<file path="src/tcs_pkg.sv">
// package of constants and types for the telemetry calibration sequencer
package tcs_pkg;
	// ==========================================
	// timing
	localparam int unsigned CLK_HZ        = 10_000_000;
	localparam int unsigned START_MS      = 4200;
	localparam int unsigned CYCLE_MS      = 700;
	localparam int unsigned NUM_LEVELS    = 5;
	localparam int unsigned NUM_CYCLES    = 6;
	localparam int unsigned NUM_UNITS     = 6;
	localparam int unsigned NUM_SSB       = 3;
	localparam int unsigned SSB_CYCLES    = 2;
	localparam int unsigned TONE_HZ       = 1700;
	localparam int unsigned START_CYC     = (CLK_HZ / 1000) * START_MS;
	localparam int unsigned STEP_CYC      = ((CLK_HZ / 1000) * CYCLE_MS) / NUM_LEVELS;
	localparam int unsigned TONE_HALF_CYC = CLK_HZ / (2 * TONE_HZ);

	// ==========================================
	// level codes: 0.00 1.25 2.50 3.75 5.00 volts
	localparam logic [2:0] LEVEL_ZERO = 3'h0;
	localparam logic [2:0] LEVEL_TOP  = 3'h4;

	// ground-selectable preflight level sources
	localparam logic [2:0] PRE_STAIRCASE = 3'h5;

	// ==========================================
	// sequencer states
	typedef enum logic [2:0] {
		ST_IDLE  = 3'b001,
		ST_ARM   = 3'b010,
		ST_RUN   = 3'b100
	} tcs_state_t;
endpackage

</file>
<file path="src/tcs_tone_gen.sv">
// square-wave calibration tone generator
`timescale 1ns/1ps
`default_nettype none
module tcs_tone_gen import tcs_pkg::*; #(
	parameter int unsigned HALF_CYC = TONE_HALF_CYC
) (
	// clock and reset
	input  wire logic clk,
	input  wire logic rst,
	// control
	input  wire logic run,
	// tone
	output logic      tone
);
	initial begin
		if (HALF_CYC < 1) $error("tone half period must be at least one cycle");
		if (HALF_CYC > 65536) $error("tone half period exceeds the 16-bit counter");
	end

	logic [15:0] cnt_ff;
	logic        tone_ff;

	always_ff @(posedge clk or posedge rst) begin
		if (rst) begin
			cnt_ff  <= 16'h0;
			tone_ff <= 1'b0;
		end else if (!run) begin
			cnt_ff  <= 16'h0;
			tone_ff <= 1'b0;
		end else if (cnt_ff == 16'(HALF_CYC - 1)) begin
			cnt_ff  <= 16'h0;
			tone_ff <= ~tone_ff;
		end else begin
			cnt_ff <= cnt_ff + 16'h1;
		end
	end

	assign tone = tone_ff;
endmodule
`default_nettype wire

</file>
<file path="src/tcs_sequencer.sv">
// telemetry calibration sequencer: staircase, unit selection, sideband selection
`timescale 1ns/1ps
`default_nettype none
// Notes on behaviour
// - held 4.2 s start begins preset sequence
// - staircase five levels then zero, 700 ms
// - staircase repeats six times per start
// - each cycle end advances unit enable, the sixth clears it
// - six unit enables, three sideband enables
// - sideband enables one at a time, 1400 ms
// - 1700 Hz tone to enabled sideband
// - in-flight and prelaunch operating modes
// - ground simulated start ORed with flight start
// - preflight ground picks level or staircase
module tcs_sequencer import tcs_pkg::*; #(
	parameter int unsigned START_HOLD_CYC = START_CYC,
	parameter int unsigned STEP_DWELL_CYC = STEP_CYC
) (
	// clock and reset
	input  wire logic       clk,
	input  wire logic       rst,
	// start commands
	input  wire logic       flight_computer_start,
	input  wire logic       ground_support_equipment_start,
	// prelaunch controls
	input  wire logic       prelaunch_mode,
	input  wire logic [2:0] ground_level_sel,
	// calibration bus level code
	output logic      [2:0] cal_level,
	// unit and sideband enables
	output logic      [5:0] unit_enable,
	output logic      [2:0] sideband_enable,
	output logic            sideband_tone,
	// status
	output logic            busy
);
	// ==========================================
	// parameter checks
	initial begin
		if (START_HOLD_CYC < 1) $error("start hold must be at least one cycle");
		if (STEP_DWELL_CYC < 1) $error("step dwell must be at least one cycle");
	end

	tcs_state_t  state_ff;
	tcs_state_t  nxt_state;
	logic [31:0] start_cnt_ff;
	logic [31:0] dwell_cnt_ff;
	logic [2:0]  step_ff;
	logic [2:0]  cycle_ff;
	logic [2:0]  run_level_ff;
	logic [2:0]  cal_level_ff;
	logic [5:0]  unit_en_ff;
	logic [2:0]  ssb_en_ff;
	logic        start_any;
	logic        start_held;
	logic        step_done;
	logic        cycle_done;
	logic        seq_done;

	// ==========================================
	// start qualification
	assign start_any  = flight_computer_start | ground_support_equipment_start;
	assign start_held = start_any && (start_cnt_ff == START_HOLD_CYC - 1);

	always_ff @(posedge clk or posedge rst) begin
		if (rst) begin
			start_cnt_ff <= 32'h0;
		end else if (!start_any || state_ff != ST_IDLE) begin
			start_cnt_ff <= 32'h0;
		end else if (start_cnt_ff != START_HOLD_CYC - 1) begin
			start_cnt_ff <= start_cnt_ff + 32'h1;
		end
	end

	// ==========================================
	// sequencing state
	// dwell is equal per step so a cycle spans five dwells
	assign step_done  = (dwell_cnt_ff == STEP_DWELL_CYC - 1);
	assign cycle_done = step_done && (step_ff == 3'(NUM_LEVELS - 1));
	assign seq_done   = cycle_done && (cycle_ff == 3'(NUM_CYCLES - 1));

	always_comb begin
		nxt_state = state_ff;
		case (state_ff)
			ST_IDLE: begin
				if (start_held && !prelaunch_mode) nxt_state = ST_ARM;
				if (start_held && prelaunch_mode) nxt_state = ST_ARM;
			end
			ST_ARM: begin
				nxt_state = ST_RUN;
			end
			ST_RUN: begin
				if (seq_done) nxt_state = ST_IDLE;
			end
			default: begin
				nxt_state = ST_IDLE;
			end
		endcase
	end

	always_ff @(posedge clk or posedge rst) begin
		if (rst) begin
			state_ff <= ST_IDLE;
		end else begin
			state_ff <= nxt_state;
		end
	end

	always_ff @(posedge clk or posedge rst) begin
		if (rst) begin
			dwell_cnt_ff <= 32'h0;
			step_ff      <= 3'h0;
			cycle_ff     <= 3'h0;
		end else if (state_ff != ST_RUN) begin
			dwell_cnt_ff <= 32'h0;
			step_ff      <= 3'h0;
			cycle_ff     <= 3'h0;
		end else if (step_done) begin
			dwell_cnt_ff <= 32'h0;
			if (cycle_done) begin
				step_ff  <= 3'h0;
				cycle_ff <= cycle_ff + 3'h1;
			end else begin
				step_ff <= step_ff + 3'h1;
			end
		end else begin
			dwell_cnt_ff <= dwell_cnt_ff + 32'h1;
		end
	end

	// ==========================================
	// free-running staircase for preflight continuous selection
	logic [31:0] pre_cnt_ff;
	logic [2:0]  pre_step_ff;

	always_ff @(posedge clk or posedge rst) begin
		if (rst) begin
			pre_cnt_ff  <= 32'h0;
			pre_step_ff <= 3'h0;
		end else if (pre_cnt_ff == STEP_DWELL_CYC - 1) begin
			pre_cnt_ff  <= 32'h0;
			pre_step_ff <= (pre_step_ff == LEVEL_TOP) ? LEVEL_ZERO : pre_step_ff + 3'h1;
		end else begin
			pre_cnt_ff <= pre_cnt_ff + 32'h1;
		end
	end

	// ==========================================
	// calibration bus level
	always_comb begin
		run_level_ff = (state_ff == ST_RUN) ? step_ff : LEVEL_ZERO;
	end

	always_ff @(posedge clk or posedge rst) begin
		if (rst) begin
			cal_level_ff <= LEVEL_ZERO;
		end else if (state_ff == ST_RUN) begin
			cal_level_ff <= run_level_ff;
		end else if (prelaunch_mode) begin
			// ground holds a fixed step or the continuous staircase
			if (ground_level_sel == PRE_STAIRCASE) begin
				cal_level_ff <= pre_step_ff;
			end else if (ground_level_sel <= LEVEL_TOP) begin
				cal_level_ff <= ground_level_sel;
			end else begin
				cal_level_ff <= LEVEL_ZERO;
			end
		end else begin
			cal_level_ff <= LEVEL_ZERO;
		end
	end

	// ==========================================
	// unit and sideband selection
	// registered enables change on the same edge the step counter wraps
	always_ff @(posedge clk or posedge rst) begin
		if (rst) begin
			unit_en_ff <= 6'h0;
			ssb_en_ff  <= 3'h0;
		end else if (state_ff == ST_ARM) begin
			unit_en_ff <= 6'h01;
			ssb_en_ff  <= 3'h1;
		end else if (state_ff == ST_RUN && seq_done) begin
			unit_en_ff <= 6'h0;
			ssb_en_ff  <= 3'h0;
		end else if (state_ff == ST_RUN && cycle_done) begin
			unit_en_ff <= {unit_en_ff[4:0], 1'b0};
			if (cycle_ff[0]) begin
				ssb_en_ff <= {ssb_en_ff[1:0], 1'b0};
			end
		end
	end

	tcs_tone_gen #(
		.HALF_CYC (TONE_HALF_CYC)
	) u_tone (
		.clk  (clk),
		.rst  (rst),
		.run  (|ssb_en_ff),
		.tone (sideband_tone)
	);

	assign cal_level       = cal_level_ff;
	assign unit_enable     = unit_en_ff;
	assign sideband_enable = ssb_en_ff;
	assign busy            = (state_ff != ST_IDLE);
endmodule
`default_nettype wire

</file>
<file path="config.mk">
export PLATFORM = sky130hd
export DESIGN_NAME = tcs_sequencer
export DESIGN_NICKNAME = d
export VERILOG_FILES = /design/src/tcs_pkg.sv /design/src/tcs_tone_gen.sv /design/src/tcs_sequencer.sv
export SDC_FILE = /design/constraint.sdc
export NUM_CORES = 1
export LEC_CHECK = 0
export BUFFER_PORTS_ARGS = -buffer_cell sky130_fd_sc_hd__buf_2
export CORE_ASPECT_RATIO = 0.6
export CORE_MARGIN = 5
export CORE_UTILIZATION = 40
export CTS_CLUSTER_SIZE = 8
export DETAILED_ROUTE_END_ITERATION = 8
export PLACE_DENSITY = 0.56
export SKIP_CTS_REPAIR_TIMING = 1
export SLEW_MARGIN = 20
export SYNTH_ARGS = -nofsm -noshare
export SYNTH_HDL_FRONTEND = slang
export SYNTH_SLANG_ARGS = --single-unit
export TNS_END_PERCENT = 5
</file>
<file path="constraint.sdc">
create_clock -name clk -period 9.4 [get_ports clk]
set_clock_uncertainty 0.1 [all_clocks]
set_input_delay 1.41 -clock clk [delete_from_list [all_inputs] [get_ports clk]]
set_output_delay 1.41 -clock clk [all_outputs]
set_load 0.05 [all_outputs]
</file>
==> metrics.md <==
| Metric | Value |
|---|---|
| Sw frac | `24.40%` |
| Die H | `about 110 um` |
| Met3 Resource Use GR | `3.587%` |
| DRT Pass-1 Iters | `5` |
| Outcome | `completed` |
| Total grt overflow | `0` |
| P_int | `0.9881 mW` |
| Global-route wire length before repair | `around 28 mm` |
| Initial Utilization | `between 40% and 50%` |
| Register-to-Register Path Depth | `6` |
| Slew Viols, Final | `0` |
| Initial antenna violation count | `0` |
| Syn Nets | `~780` |
| Post-synth EDFFs | `0` |
| Setup violators final | `0` |
| Ys async rst share | `100.0%` |
| Sequential-to-total area share from yosys stat | `47.20%` |
| GRT Overall Usage | `16.51%` |
| Num rows | `38` |
| Drt first-iter violations | `392` |
| Fin nets | `around 790` |
| DR vias | `around 5900` |
| Mapped Cells | `764` |
| Final WL | `about 17 mm` |
| Num CTS Buffers | `17` |
| Required @ worst endpoint | `7.89 ns` |
| Area share of the largest cell type after synthesis | `between 40% and 50%` |
| Combinational Power Share | `under 10%` |
| Post-DR vias/cell | `around 5.7` |
| Max-Cap Viols | `0` |
| Slowest-stage cell, CP | `dfstp_2` |
| Post-route minimum period | `roughly 3.3 ns` |
| Slew @ Worst Pin | `0.8813 ns` |
| Worst endpoint data arrival time | `1.77 ns` |
| CTS Buffer Depth | `2` |
| Share of cells above drive strength 1 | `9.172%` |
| Final Wtd Congestion | `between 0.8 and 0.9` |
| Post-synth top flop | `dfrtp_1` |
| Post-DP HPWL | `about 11 mm` |
| # diodes | `0` |
| Fmax | `305.1 MHz` |
| Met2 Track Usage GR | `22.71%` |
| FF+latch count, synth | `137` |
| Met1 Resource Use GR | `between 20% and 30%` |
| Peak VDD IR | `0.1204 mV` |
| Power Dens Cells | `160.9 nW/um2` |
| WHS Path Cells | `1` |
| Antenna Nets Post-Route | `0` |
| H-tree levels | `4` |
| GR peak layer | `met1` |
| Final period util | `a little over a third` |
| Post-synth cell types | `54` |
| Total power | `1.307 mW` |
| CORE AREA | `17970 um2` |
| Final Hold Viols | `0` |
| Clock Latency Late Sink | `0.42 ns` |
| Yosys top cell by area | `dfrtp_1` |
| Critical path, cell by cell | `or3b_2 -> buf_2` |
| Vias in the first global route | `approximately 5400` |
| CTS Root Buffer Type | `clkbuf_16` |
| Synth Cell Area | `roughly 7300 um2` |
| Setup TNS | `0 ns` |
| Die area | `approximately 21000 um2` |
| Top post-synthesis cells by area | `dfrtp_1 47%, xor2_1 3.9%, xnor2_1 3.7%` |
| Clk sinks | `approximately 140` |
| Kind of end point of the critical path | `output port` |
| TritonCTS clock tree | `done` |
| Largest stage delay, worst path | `between 0.5 and 0.6 ns` |
| HP Class | `reg2reg` |
| Slew headroom | `between 40% and 50%` |
| Worst-path clk slew | `0.06 ns` |
| Clk network pwr share | `around half` |
| RSZ-0062 raised after global routing | `no` |
| IO buf count | `21` |
| Die width | `184.0 um` |
| Net load switching power | `between 0.3 and 0.4 mW` |
| Most numerous cell in the Yosys netlist | `dfrtp_1` |
| DR WL/cell | `16.32 um` |
| Fill cell count | `between 1500 and 2000` |
| Synth Warn # | `0` |
| Setup Crit Path Kind | `reg2out` |
| CP Launch Type | `flip-flop` |
| Crit Path Max Fanout | `7` |
| Area grow syn2layout | `11.81%` |
| Leak pwr | `around 3.2 nW` |
| Post-Syn Area per Cell | `between 9 and 10 um2` |
| # DRC | `0` |
| Commonest cells post-synth | `136 x dfrtp_1, 65 x nor2_1, 56 x nand2_1` |
| I/O pins | `22` |
| Largest net degree at the start of global routing | `71` |
| Reg power frac | `between 40% and 50%` |
layout make-up:
class	count	area, um2	area share [%]
Multi-Input combinational cell	567	3606	44.39
Sequential cell	137	3430	42.21
Clock buffer	20	446.7	5.498
Tap cell	240	300.3	3.696
Timing Repair Buffer	23	120.1	1.479
Clock inverter	12	118.9	1.463
Inverter	26	102.6	1.263
registers in the layout, indices dropped and copies added (netlist names), 6 cells and up:
name,count
u_tone.cnt_ff,16
pre_cnt_ff,32
dwell_cnt_ff,32
unit_enable,6
start_cnt_ff,32
cell families after synthesis:
| family | after synthesis | share of synthesized area (%) |
|---|---|---|
| AO/OA/AOI/OAI | 106 | 8.903 |
| XOR/XNOR | 63 | 7.594 |
| adder cells (fa/ha/maj) | 11 | 1.894 |
| buffers and inverters | 60 | 3.306 |
| flip-flops | 137 | 47.20 |
| multiplexers | 14 | 1.946 |
| AND/OR/NAND/NOR | 373 | 29.15 |
path summary, 6_finish.rpt:
kind | startpoint | endpoint | slack, ns
min in group asynchronous | rst | dwell_cnt_ff[6] | 1.00
max in group asynchronous | rst | u_tone.cnt_ff[5] | 6.85
max | state_ff[0] | busy | 6.12
max reg2reg | dwell_cnt_ff[0] | dwell_cnt_ff[12] | 6.66
min reg2reg | pre_cnt_ff[31] | pre_cnt_ff[31] | 0.38
min | pre_cnt_ff[31] | pre_cnt_ff[31] | 0.38
stage by stage:
stage | hold slack (ns) | utilization (%) | setup WS (ns) | cells | cell area, um2
6_report | 0.3770 | 45.20 | 6.123 | 1025 | 8124
3_5_place_dp | 0.3746 | 42.02 | 6.336 | 993 | 7552
5_1_grt | 0.4056 | 45.20 | 6.062 | 1025 | 8124
2_1_floorplan | 0.3434 | - | 4.224 | 764 | 7266
4_1_cts | 0.3864 | 45.17 | 6.092 | 1025 | 8118
3_3_place_gp | 0.3601 | 42.02 | 6.365 | 993 | 7552
placed cells by master (no fill, tap or decap), types with 16 or more instances in the layout:
cell type / count
nor2_1: 65
and4_1: 19
xor2_1: 32
nor4_1: 24
o21ai_0: 19
dfrtp_1: 136
buf_2: 21
inv_1: 25
nor3_1: 25
or4_1: 32
xnor2_1: 31
nand2_1: 56
o31ai_1: 27
or3_1: 16
clkbuf_16: 17
a21oi_1: 41
nand3_1: 49
nand4_1: 41
routing by layer:
| metal | part of all wire, % | vias to the layer above |
|---|---|---|
| met5 | 0 | - |
| met4 | 0.69 | 0 |
| met3 | 4.0 | 11 |
| met2 | 42 | 104 |
| met1 | 53 | 2906 |
| li1 | - | 2852 |
power by group through the flow:
stage          logic, mW  clock network (mW)  registers [mW]
2_1_floorplan     0.0335                   0           0.625
3_3_place_gp      0.0492                   0           0.624
3_5_place_dp      0.0512                   0           0.624
4_1_cts           0.0514               0.659           0.614
5_1_grt           0.0589               0.681           0.616
6_report          0.0496               0.643           0.614
critical path: cells and delay by family (launching register included):
family / cells / cell delay (ns)
flops: 1 / 0.56
simple gates: 1 / 0.54
buf+inv: 1 / 0.25
No activity file was read; power rests on OpenSTA's default activity.
